<file path="src/bbw_pkg.sv">
// Constants, register map and field layout of the bus watchpoint.
// Assumes one 50 MHz clock and a 32-bit AXI4-Lite register port.
package bbw_pkg;
  // ==========================================================
  // Register map
  localparam logic [4:0] ADR_BRK_ADDR = 5'h00;
  localparam logic [4:0] ADR_BRK_MASK = 5'h04;
  localparam logic [4:0] ADR_CYC_SEL = 5'h08;
  localparam logic [4:0] ADR_BRK_CTRL = 5'h0c;
  localparam logic [4:0] ADR_STATUS = 5'h10;
  localparam logic [4:0] ADR_WORD_MASK = 5'h1c;
  localparam logic [31:0] RST_ADDR = 32'h0000_0000;
  localparam logic [31:0] RST_MASK = 32'h0000_0000;
  localparam logic [7:0] RST_CYC = 8'h00;
  localparam logic [2:0] RST_CTRL = 3'h0;
  // ==========================================================
  // Field layout
  localparam int CYC_W = 8;
  localparam int CTRL_W = 3;
  localparam int OWN_LSB = 6;
  localparam int FD_LSB = 4;
  localparam int DIR_LSB = 2;
  localparam int SZ_LSB = 0;
  localparam int WSEL_LSB = 1;
  localparam int DIS_BIT = 0;
  localparam int ST_PEND = 0;
  localparam int ST_TRIG = 1;
  localparam int ST_SLOT = 2;
  localparam int ST_DATA = 3;
  // ==========================================================
  // Encodings
  localparam logic [1:0] SEL_NONE = 2'h0;
  localparam logic [1:0] SZ_ANY = 2'h0;
  localparam logic [1:0] SZ_BYTE = 2'h1;
  localparam logic [1:0] SZ_WORD = 2'h2;
  localparam logic [1:0] SZ_LONG = 2'h3;
  localparam logic [3:0] BRK_LEVEL = 4'hf;
  localparam logic [3:0] MASK_MAX_OK = 4'he;
  localparam logic [31:0] INSN_STEP = 32'h0000_0002;
  localparam logic [1:0] RESP_OKAY = 2'h0;
  localparam logic [1:0] RESP_DECERR = 2'h3;
  // Trigger widths in clock periods per width code
  localparam logic [4:0] TW_1 = 5'h01;
  localparam logic [4:0] TW_4 = 5'h04;
  localparam logic [4:0] TW_8 = 5'h08;
  localparam logic [4:0] TW_16 = 5'h10;
  typedef logic [4:0] bbw_cnt_t;
endpackage

</file>
<file path="src/bbw_cmp_if.sv">
// Carries settings and one observed bus cycle to the comparator.
// Assumes both ends run on the same clock.
`timescale 1ns/10ps
interface bbw_cmp_if;
  logic [31:0] brk_addr;
  logic [31:0] brk_mask;
  logic [7:0] cyc_sel;
  logic cyc_valid;
  logic [31:0] cyc_addr;
  logic cyc_dtc;
  logic cyc_fetch;
  logic cyc_write;
  logic [1:0] cyc_size;
  logic cyc_dual;
  logic [1:0] hit;
  modport owner (output brk_addr, brk_mask, cyc_sel, cyc_valid,
    cyc_addr, cyc_dtc, cyc_fetch, cyc_write, cyc_size, cyc_dual,
    input hit);
  modport matcher (input brk_addr, brk_mask, cyc_sel, cyc_valid,
    cyc_addr, cyc_dtc, cyc_fetch, cyc_write, cyc_size, cyc_dual,
    output hit);
endinterface

</file>
<file path="src/bbw_match.sv">
// Combinational break-condition comparator, one lane per instruction.
// Assumes the bus cycle is stable in the cycle its valid is high.
`timescale 1ns/10ps
module bbw_match
  import bbw_pkg::*;
(
  bbw_cmp_if.matcher cmp
);
  // ==========================================================
  // Cycle class decode
  wire [1:0] own_sel = cmp.cyc_sel[OWN_LSB+:2];
  wire [1:0] fd_sel = cmp.cyc_sel[FD_LSB+:2];
  wire [1:0] dir_sel = cmp.cyc_sel[DIR_LSB+:2];
  wire [1:0] sz_sel = cmp.cyc_sel[SZ_LSB+:2];
  // Code 00 enables no bit, so an owner, fetch or direction group at 00 can never pass
  wire own_ok = own_sel[0] & ~cmp.cyc_dtc |
    own_sel[1] & cmp.cyc_dtc;
  wire fd_ok = fd_sel[0] & cmp.cyc_fetch |
    fd_sel[1] & ~cmp.cyc_fetch;
  // Fetches are reads
  wire is_wr = cmp.cyc_write & ~cmp.cyc_fetch;
  wire dir_ok = dir_sel[0] & ~is_wr | dir_sel[1] & is_wr;
  wire [1:0] eff_size = cmp.cyc_fetch ? SZ_WORD : cmp.cyc_size;
  wire sz_ok = sz_sel == SZ_ANY || sz_sel == eff_size;
  wire cls_ok = cmp.cyc_valid & own_ok & fd_ok & dir_ok & sz_ok;
  // ==========================================================
  // Address lanes: lane 1 is the second instruction of a dual fetch
  genvar g;
  generate
    for (g = 0; g < 2; g++) begin : g_lane
      wire [31:0] lane_addr = cmp.cyc_addr + (g == 0 ? 32'h0 : INSN_STEP);
      wire lane_use = g == 0 || cmp.cyc_fetch && cmp.cyc_dual;
      // Exact compare of unmasked bits; an odd address meets an even one only if mask bit 0 is set
      // Set mask bits drop address bits
      assign cmp.hit[g] = cls_ok & lane_use &
        ~|((lane_addr ^ cmp.brk_addr) & ~cmp.brk_mask);
    end
  endgenerate
endmodule

</file>
<file path="src/bbw_top.sv">
// Bus-cycle watchpoint: AXI4-Lite registers, match, trigger, request.
// Assumes bus cycle inputs and irq controller signals share aclk.
`timescale 1ns/10ps
module bbw_top
  import bbw_pkg::*;
#(
  parameter int ADDR_W = 32
)(
  input wire logic aclk,
  input wire logic aresetn,
  // AXI4-Lite slave
  input wire logic [4:0] s_axi_awaddr,
  input wire logic s_axi_awvalid,
  output logic s_axi_awready,
  input wire logic [31:0] s_axi_wdata,
  input wire logic [3:0] s_axi_wstrb,
  input wire logic s_axi_wvalid,
  output logic s_axi_wready,
  output logic [1:0] s_axi_bresp,
  output logic s_axi_bvalid,
  input wire logic s_axi_bready,
  input wire logic [4:0] s_axi_araddr,
  input wire logic s_axi_arvalid,
  output logic s_axi_arready,
  output logic [31:0] s_axi_rdata,
  output logic [1:0] s_axi_rresp,
  output logic s_axi_rvalid,
  input wire logic s_axi_rready,
  // Observed bus cycle
  input wire logic cyc_valid,
  input wire logic [31:0] cyc_addr,
  input wire logic cyc_dtc,
  input wire logic cyc_fetch,
  input wire logic cyc_write,
  input wire logic [1:0] cyc_size,
  input wire logic cyc_dual,
  // Interrupt controller side
  input wire logic [3:0] cpu_irq_mask_level,
  input wire logic break_irq_ack,
  output logic break_irq_req,
  output logic [3:0] break_irq_level,
  output logic [31:0] break_pc,
  output logic break_after_first,
  output logic break_is_data,
  // External monitor
  output logic match_trigger_n
);
  // ==========================================================
  // Elaboration check
  generate
    if (ADDR_W != 32) begin : g_chk
      $error("bbw_top serves a 32-bit address only");
    end
  endgenerate

  // ==========================================================
  // Registers
  logic [31:0] break_address_r;
  logic [31:0] break_address_mask_r;
  logic [CYC_W-1:0] bus_cycle_select_r;
  logic [CTRL_W-1:0] break_control_r;
  logic pend_r;
  logic [31:0] pc_r;
  logic slot_r;
  logic data_r;
  bbw_cnt_t trig_cnt_r;
  logic [4:0] aw_addr_r;
  logic aw_full_r;
  logic [31:0] w_data_r;
  logic [3:0] w_strb_r;
  logic w_full_r;
  logic bvalid_r;
  logic [1:0] bresp_r;
  logic rvalid_r;
  logic [31:0] rdata_r;
  logic [1:0] rresp_r;

  // ==========================================================
  // Comparator
  bbw_cmp_if cmp ();
  assign cmp.brk_addr = break_address_r;
  assign cmp.brk_mask = break_address_mask_r;
  assign cmp.cyc_sel = bus_cycle_select_r;
  assign cmp.cyc_valid = cyc_valid;
  assign cmp.cyc_addr = cyc_addr;
  assign cmp.cyc_dtc = cyc_dtc;
  assign cmp.cyc_fetch = cyc_fetch;
  assign cmp.cyc_write = cyc_write;
  assign cmp.cyc_size = cyc_size;
  assign cmp.cyc_dual = cyc_dual;

  bbw_match u_match (
    .cmp(cmp)
  );

  wire match = |cmp.hit;
  wire irq_dis = break_control_r[DIS_BIT];
  wire [1:0] wsel = break_control_r[WSEL_LSB+:2];

  // ==========================================================
  // Write channel
  wire aw_take = s_axi_awvalid & s_axi_awready;
  wire w_take = s_axi_wvalid & s_axi_wready;
  wire wr_go = aw_full_r & w_full_r & ~bvalid_r;
  wire [31:0] strb_mask = {{8{w_strb_r[3]}}, {8{w_strb_r[2]}},
    {8{w_strb_r[1]}}, {8{w_strb_r[0]}}};
  wire wr_addr_hit = wr_go & aw_addr_r == ADR_BRK_ADDR;
  wire wr_mask_hit = wr_go & aw_addr_r == ADR_BRK_MASK;
  wire wr_cyc_hit = wr_go & aw_addr_r == ADR_CYC_SEL;
  wire wr_ctrl_hit = wr_go & aw_addr_r == ADR_BRK_CTRL;
  wire wr_mapped = wr_addr_hit | wr_mask_hit | wr_cyc_hit |
    wr_ctrl_hit | aw_addr_r == ADR_STATUS;
  function automatic logic [31:0] merge(input logic [31:0] old,
    input logic [31:0] dat, input logic [31:0] m);
    merge = old & ~m | dat & m;
  endfunction
  wire [31:0] addr_nxt = merge(break_address_r, w_data_r, strb_mask);
  wire [31:0] mask_nxt = merge(break_address_mask_r, w_data_r,
    strb_mask);
  wire [31:0] cyc_full = merge({24'h0, bus_cycle_select_r}, w_data_r,
    strb_mask);
  // Reserved control bits are not stored
  wire [31:0] ctrl_full = merge({29'h0, break_control_r}, w_data_r,
    strb_mask);

  assign s_axi_awready = ~aw_full_r;
  assign s_axi_wready = ~w_full_r;
  assign s_axi_bvalid = bvalid_r;
  assign s_axi_bresp = bresp_r;

  always_ff @(posedge aclk) begin
    if (!aresetn) begin
      aw_full_r <= 1'b0;
      aw_addr_r <= 5'h00;
    end else if (aw_take) begin
      aw_full_r <= 1'b1;
      aw_addr_r <= s_axi_awaddr & ADR_WORD_MASK;
    end else if (wr_go) begin
      aw_full_r <= 1'b0;
    end
  end

  always_ff @(posedge aclk) begin
    if (!aresetn) begin
      w_full_r <= 1'b0;
      w_data_r <= 32'h0;
      w_strb_r <= 4'h0;
    end else if (w_take) begin
      w_full_r <= 1'b1;
      w_data_r <= s_axi_wdata;
      w_strb_r <= s_axi_wstrb;
    end else if (wr_go) begin
      w_full_r <= 1'b0;
    end
  end

  always_ff @(posedge aclk) begin
    if (!aresetn) begin
      bvalid_r <= 1'b0;
      bresp_r <= RESP_OKAY;
    end else if (wr_go) begin
      bvalid_r <= 1'b1;
      bresp_r <= wr_mapped ? RESP_OKAY : RESP_DECERR;
    end else if (s_axi_bready) begin
      bvalid_r <= 1'b0;
    end
  end

  // Mask bits reset to 0, so every address bit compares
  always_ff @(posedge aclk) begin
    if (!aresetn) begin
      break_address_r <= RST_ADDR;
      break_address_mask_r <= RST_MASK;
      bus_cycle_select_r <= RST_CYC;
      break_control_r <= RST_CTRL;
    end else begin
      if (wr_addr_hit)
        break_address_r <= addr_nxt;
      if (wr_mask_hit)
        break_address_mask_r <= mask_nxt;
      if (wr_cyc_hit)
        bus_cycle_select_r <= cyc_full[CYC_W-1:0];
      if (wr_ctrl_hit)
        break_control_r <= ctrl_full[CTRL_W-1:0];
    end
  end

  // ==========================================================
  // Read channel
  wire ar_take = s_axi_arvalid & s_axi_arready;
  wire [4:0] ar_a = s_axi_araddr & ADR_WORD_MASK;
  wire [31:0] status_w = {28'h0, data_r, slot_r, ~match_trigger_n,
    pend_r};
  wire rd_map = ar_a == ADR_BRK_ADDR | ar_a == ADR_BRK_MASK |
    ar_a == ADR_CYC_SEL | ar_a == ADR_BRK_CTRL | ar_a == ADR_STATUS;
  wire [31:0] rd_mux =
    ar_a == ADR_BRK_ADDR ? break_address_r :
    ar_a == ADR_BRK_MASK ? break_address_mask_r :
    ar_a == ADR_CYC_SEL ? {24'h0, bus_cycle_select_r} :
    ar_a == ADR_BRK_CTRL ? {29'h0, break_control_r} :
    ar_a == ADR_STATUS ? status_w : 32'h0;

  assign s_axi_arready = ~rvalid_r;
  assign s_axi_rvalid = rvalid_r;
  assign s_axi_rdata = rdata_r;
  assign s_axi_rresp = rresp_r;

  always_ff @(posedge aclk) begin
    if (!aresetn) begin
      rvalid_r <= 1'b0;
      rdata_r <= 32'h0;
      rresp_r <= RESP_OKAY;
    end else if (ar_take) begin
      rvalid_r <= 1'b1;
      rdata_r <= rd_mux;
      rresp_r <= rd_map ? RESP_OKAY : RESP_DECERR;
    end else if (s_axi_rready) begin
      rvalid_r <= 1'b0;
    end
  end

  // ==========================================================
  // Break request and captured break point
  wire raise = match & ~irq_dis;
  wire pend_nxt = raise | pend_r & ~break_irq_ack;
  wire lane1_only = cmp.hit[1] & ~cmp.hit[0];
  // Held until the controller accepts; blocked at mask level 15
  assign break_irq_req = pend_r &
    cpu_irq_mask_level <= MASK_MAX_OK;
  assign break_irq_level = BRK_LEVEL;
  assign break_pc = pc_r;
  assign break_after_first = slot_r;
  assign break_is_data = data_r;

  always_ff @(posedge aclk) begin
    if (!aresetn)
      pend_r <= 1'b0;
    else
      pend_r <= pend_nxt; // Set wins over the acknowledge
  end

  // The processor moves the point past delay slots and uses its own PC
  // for data breaks; this block reports the matched address and kind
  always_ff @(posedge aclk) begin
    if (!aresetn) begin
      pc_r <= 32'h0;
      slot_r <= 1'b0;
      data_r <= 1'b0;
    end else if (raise) begin
      pc_r <= lane1_only ? cyc_addr + INSN_STEP
        : cyc_addr;
      slot_r <= lane1_only;
      data_r <= ~cyc_fetch;
    end
  end

  // ==========================================================
  // Trigger pulse
  wire bbw_cnt_t tw_load = wsel == 2'h0 ? TW_1 :
    wsel == 2'h1 ? TW_4 : wsel == 2'h2 ? TW_8 : TW_16;

  // Every match reloads the full width
  always_ff @(posedge aclk) begin
    if (!aresetn)
      trig_cnt_r <= '0;
    else if (match)
      trig_cnt_r <= tw_load;
    else if (trig_cnt_r != '0)
      trig_cnt_r <= trig_cnt_r - 5'h01;
  end

  assign match_trigger_n = trig_cnt_r == '0;
endmodule

</file>
<file path="config.mk">
export PLATFORM = sky130hd
export DESIGN_NAME = bbw_top
export DESIGN_NICKNAME = d
export VERILOG_FILES = /design/src/bbw_pkg.sv /design/src/bbw_cmp_if.sv /design/src/bbw_match.sv /design/src/bbw_top.sv
export SDC_FILE = /design/constraint.sdc
export NUM_CORES = 1
export LEC_CHECK = 0
export ABC_AREA = 1
export BUFFER_PORTS_ARGS = -buffer_cell sky130_fd_sc_hd__buf_2
export CAP_MARGIN = 0
export CORE_UTILIZATION = 61
export DETAILED_ROUTE_END_ITERATION = 6
export PLACE_DENSITY = 0.86
export SLEW_MARGIN = 20
export SYNTH_ARGS = -nofsm -noshare
export SYNTH_HDL_FRONTEND = slang
export SYNTH_SLANG_ARGS = --single-unit
export TNS_END_PERCENT = 10
</file>
<file path="constraint.sdc">
create_clock -name aclk -period 5.4 [get_ports aclk]
set_input_delay 0.54 -clock aclk [delete_from_list [all_inputs] [get_ports aclk]]
set_output_delay 0.54 -clock aclk [all_outputs]
set_load 0.03 [all_outputs]
</file>
### After elaboration in Yosys (flattened, before gate mapping)

Index checks and enable logic that the tools add are counted.
Widths: inputs -> output; s select.

* logic and storage cells: 137
* output and inout port bits: 81
* input port bits: 97
* register bits after elaboration: 194

* mux-type cells: 21
* reduce and logical (&&, ||, !) cells: 18
* $add $sub $neg: 2
* equal/unequal tests: 11
* bitwise gates (word level): 65
* order comparisons: 1

Operators with widths (count)
* $and 32x32->32: 5
* $mux 32: 3
* $not 32->32: 2
* $or 32x32->32: 2
* $reduce_or 32->1: 2
* $xor 32x32->32: 2
* $add 32x2->32 const B: 1
* $and 1x1->1: 27
* $mux 5: 5
* $logic_not 5->1: 3
* $eq 3x2->1 const B: 4
* $or 1x1->1: 12
* $not 1->1: 11
* $reduce_bool 2->1: 5
* $and 8x8->8: 1
* $mux 4: 2
* $mux 8: 1
* $or 8x8->8: 1
* $mux 1: 7
* $eq 3x1->1 const B: 2
* $eq 3x3->1 const B: 2
* $mux 2: 3
* $reduce_bool 5->1: 1
* $sub 5x1->5 const B: 1
* other kinds (11): 13

### Logic depth before layout (Yosys ltp)

* depth in word-level cells: 12
* depth in mapped cells: 22
* mapped depth without buffers: 20

### By module

Synthesis repeated with hierarchy kept, for this count alone.

* cells, all modules: 1621
* area, all modules: 10292.4 um^2

Modules (own cells, without submodules)
* bbw_top: cells each 1227, seq. area each 3843.7 um^2, times used 1, area each 8414.3 um^2
* bbw_match: cells each 394, seq. area each 0.0 um^2, times used 1, area each 1878.1 um^2

### Worst setup path after synthesis

OpenSTA, ideal clock, no wires.

* path type: input-to-reg
* start: in cyc_addr[1]
* end: reg pc_r[24] (netlist: break_pc[24])
* setup slack: 2.782 ns
* data arrival time: 2.504 ns
* stages on the path: 20
* path buffers: 2
* required time: 5.286 ns
* library setup time: 0.114 ns
* path through: ha_1 nand3_2 inv_2 nand2_2 nor2_4 nand3_1 nand2_1 nand2_1 nand3_1 nand2_1 inv_1 nand2_1 nor2_2 nand2_2 nand2_4 nand2_2 buf_6 buf_2 a21oi_1 nor2_1

* word-level cells in the longest chain between the ends: 8
* elaborated cells on any way between the ends: 16
* those cells by class: 1 x add/sub; 1 x mux; 9 x bitwise; 5 x reduce/logical

RTL lines
* from (decl): RTL line bbw_top.sv:31 `input wire logic [31:0] cyc_addr,`
* $add 32x2->32 / $xor 32x32->32 (equally long branches): RTL line bbw_match.sv:31, bbw_top.sv:250, bbw_match.sv:36
* $xor 32x32->32 / $and 32x32->32 (equally long branches): RTL line bbw_match.sv:36 `~|((lane_addr ^ cmp.brk_addr) & ~cmp.brk_mask);`
* $and 32x32->32 / $reduce_or 32->1 (equally long branches): RTL line bbw_match.sv:36
* $reduce_or 32->1 / $logic_not 1->1 (equally long branches): RTL line bbw_match.sv:36
* $logic_not 1->1 / $and 1x1->1 (equally long branches): RTL line bbw_match.sv:36, bbw_match.sv:35
* $and 1x1->1 / $not 1->1 (equally long branches): RTL line bbw_match.sv:35, bbw_top.sv:226
* $and 1x1->1 / $reduce_or 2->1 (equally long branches): RTL line bbw_top.sv:226, bbw_top.sv:96
* $mux 32 / $and 1x1->1 (equally long branches): RTL line bbw_top.sv:250, bbw_top.sv:224
* to (signal assigned): RTL line bbw_top.sv:250 `pc_r <= lane1_only ? cyc_addr + INSN_STEP`
* to (decl): RTL line bbw_top.sv:63 `logic [31:0] pc_r;`

Parallel ways exist; a longest one is shown, timed or not.
A chain may end at the register's enable or synchronous reset.

### Worst setup path in the final report

* start: in cyc_addr[1]
* end: reg pc_r[25] (netlist: break_pc[25])

Same word-level chain as after synthesis.

==> impl_summary.txt <==
----------------------------------------------------
[Run status]
  Outcome ... complete, no violations

[Floorplanning]
  Full die area ... 17400 µm²
  Count of standard-cell rows ... 47
  Area inside the core boundary ... 16500 µm²
  Effective utilization at floorplan ... between 60 and 70%
  I/O pin cnt ... 178
  Height of the die ... approximately 130 µm
  Overall die width ... 132 µm

[Min path]
  Type of the most critical hold path ... in -> reg

[Critical path]
  Data arrival time at the worst-slack endpoint ... 4170 ps
  Cell with the biggest individual delay on the critical path ... sky130_fd_sc_hd__nand2_2
  CP Max Fanout ... 56
  Sort of element at the start of the critical path ... input pin
  Class of the most critical setup path ... in -> reg
  Delay of the slowest critical-path stage ... between 500 and 600 ps
  Number of buffer and inverter instances along the worst setup path ... 2
  Required time of the worst setup path ... 5740 ps
  Critical path's top delay family ... simple AND/OR/NAND/NOR gates
  Cells along the critical path ... buf_2, ha_1, nand3_2, nor2_1, nand3_1, nand2_1, nand2_1, nand3_1, nand2_1, nor2_1, nand3_1, nor2_4, buf_4, nand2_2, nand2_4, nand2_2, a21oi_1, nor2_1
  Critical Path End Type ... flip-flop

[Global route]
  Vias in the first global route ... 9812
  Initial antenna violation count ... 0
  Global route overflow ... 0
  Wire length of the first global-routing pass ... 51.4 mm
  Pin count of the biggest net entering global routing ... 94
  Overall global routing resource usage ... 37.9%

[Synthesis]
  Fraction of synthesized cell area taken by the top area cell type ... 37.4%
  Count of state elements after synthesis ... 192
  Cell accounting for the most synthesized area ... sky130_fd_sc_hd__dfxtp_1
  Number of instances in the synthesized netlist ... 1621
  Syn_area_per_cell ... roughly 6.3 µm²
  Proportion of synthesized chip area in sequential cells ... 37.4%
  Mapped cell area ... 10300 µm²
  Count of yosys warnings during synthesis ... 0
  Most area-consuming cells after synthesis ... sky130_fd_sc_hd__dfxtp_1 (37%), sky130_fd_sc_hd__nand2_1 (12%), sky130_fd_sc_hd__o21ai_0 (9.0%)
  Cell variety after synth ... 35

[Timing]
  Worst-case hold slack ... ~310 ps
  Pins Over Slew Limit ... 0
  Setup repair after global routing missed its margin ... false
  Final setup fails ... 0
  Final cycle utilization of the critical path ... 71.0%
  Clock skew after layout ... 13.4 ps
  Final worst-path setup slack ... 1570 ps
  Number of failing hold endpoints at the final stage ... 0
  Final critical-path required period ... 3830 ps
  Worst-margin pin slew ... 970 ps
  Final setup TNS ... 0 ps
  Highest Clock Rate ... 261 MHz
  Slew headroom ... 35.1%

[Clock network]
  Number of resized instances in the post-cts repair step ... 0
  Clock latency on the worst-skew pair ... around 450 ps
  CTS tree ... built
  Maximum number of buffers from clock root to sink ... 2
  H-tree depth reported by CTS ... 4
  Post-CTS Setup Bufs ... 0
  Inserted Clock Buffers ... 17
  Worst-path clk slew ... 80 ps
  TritonCTS sink count ... roughly 190
  Total of hold buffers inserted after clock tree synthesis ... 0
  Cell at the root of the clock tree ... sky130_fd_sc_hd__clkbuf_16

[Finish]
  Final nets ... approximately 1900
  Most common cell after layout, fill and taps aside ... sky130_fd_sc_hd__nand2_1
  Commonest cells after routing, fill and taps aside ... sky130_fd_sc_hd__nand2_1 (341), sky130_fd_sc_hd__nor2_1 (235), sky130_fd_sc_hd__inv_1 (227)
  Summed area of non-filler cells in the final layout ... 11800 µm²
  Finished Layout Cells ... between 1500 and 2000
  Antenna Cells ... 0
  Post-Route Utilization ... 71.3%
  Area overhead of the layout relative to synthesis ... 14.7%
  Layout cell share with drive strength beyond 1 ... 13.1%

[Route]
  Routed wire length per instance ... 16.6 µm
  Pre-antenna DRT Iters ... 6
  Post-route ant nets ... 0
  Total number of vias ... 11200
  Number of design rule violations left after detail routing ... 0
  Via/cell ratio ... 5.63
  Final WL ... approximately 33 mm
  Initial DRC Count ... 1381

[Power and ir drop]
  Lkg Pwr ... between 5 and 6 nW
  Design Power ... 3.32 mW
  IR Drop Worst-Case VDD ... between 0.0002 and 0.00025 V
  Power Dens Cells ... 282 nW/µm²

[Job]
  Count of max-cap constraint violations ... 0

[Place]
  Gpl congestion ... ~1
  Estimated wirelength of the detail-placed design ... 24.7 mm
  Buffers added on ports ... 169
  Setup Slack @ Placement ... 1250 ps
  Post-Place Cells ... 1955
  Cell area after placement ... 11200 µm²

----------------------------------------------------
worst min-delay path: cells and delay by family:
family        cells  cell delay (ps)
simple gates      2              110
buf+inv           1               80
cell usage after synthesis:
master                     count
sky130_fd_sc_hd__a21o_1        1
sky130_fd_sc_hd__a21oi_1     135
sky130_fd_sc_hd__a221oi_1      3
sky130_fd_sc_hd__a31oi_1       5
sky130_fd_sc_hd__a41oi_1       5
sky130_fd_sc_hd__and2_1        2
sky130_fd_sc_hd__buf_2         7
sky130_fd_sc_hd__buf_4         6
sky130_fd_sc_hd__buf_6         3
sky130_fd_sc_hd__clkbuf_1     52
sky130_fd_sc_hd__clkinv_1      4
sky130_fd_sc_hd__conb_1        1
sky130_fd_sc_hd__dfxtp_1     192
sky130_fd_sc_hd__ha_1          3
sky130_fd_sc_hd__inv_1       227
sky130_fd_sc_hd__inv_2         1
sky130_fd_sc_hd__nand2_1     341
sky130_fd_sc_hd__nand2_2       6
sky130_fd_sc_hd__nand2_4       1
sky130_fd_sc_hd__nand3_1      97
sky130_fd_sc_hd__nand3_2       1
sky130_fd_sc_hd__nand3b_1      1
sky130_fd_sc_hd__nand4_1      42
sky130_fd_sc_hd__nor2_1      235
sky130_fd_sc_hd__nor2_2        4
sky130_fd_sc_hd__nor2_4        5
sky130_fd_sc_hd__nor3_1        8
sky130_fd_sc_hd__nor3b_1       1
sky130_fd_sc_hd__nor4_1        4
sky130_fd_sc_hd__o21a_1        1
sky130_fd_sc_hd__o21ai_0     185
sky130_fd_sc_hd__o21ai_1       3
sky130_fd_sc_hd__o221ai_1     27
sky130_fd_sc_hd__or2_2         2
sky130_fd_sc_hd__xor2_1       10
cell type report:
class	count	area, µm²
inverters	232	871
flip-flops and latches	192	3840
clock buffers	18	439
well taps	220	275
clock inverters	14	166
multi-input cells	1132	5270
fillers	1427	4740
repair buffers	179	923
kinds of logic (layout without fill, tap and decap cells):
family,Yosys count,count (layout),share of synthesized area [%]
AO/OA/AOI/OAI,365,365,19.2
XOR/XNOR,10,10,0.852
adder cells (fa/ha/maj),3,3,0.365
buffers and inverters,300,443,11.5
flip-flops,192,192,37.4
other,1,4,0.0365
AND/OR/NAND/NOR,750,750,30.7
metal layers:
layer / up-vias / GRT usage [%] / wire length, µm
li1: 5521 / - / -
met1: 4968 / 57.8 / 15000
met2: 657 / 54.2 / 13700
met3: 37 / 7.96 / 3910
met4: 0 / 8.46 / 419
met5: - / 0 / 0
final timing paths:
path	startpoint	endpoint	slack, ps	cells after the start
worst max register to register	flip-flop	break_pc[25]$_SDFFE_PN0P_	1800	12
worst min-delay path	s_axi_wdata[21]	w_data_r[21]$_SDFFE_PN0P_	310	3
worst max-delay path	cyc_addr[1]	break_pc[25]$_SDFFE_PN0P_	1570	18
worst min register to register	w_strb_r[1]$_SDFFE_PN0P_	w_strb_r[1]$_SDFFE_PN0P_	470	2
power breakdown:
part           internal (mW)  switching, mW
Combinational          0.160          0.353
Sequential              1.48         0.0475
Clock                  0.636          0.646
Total                   2.28           1.05
Power figures use the tool's default switching activity.
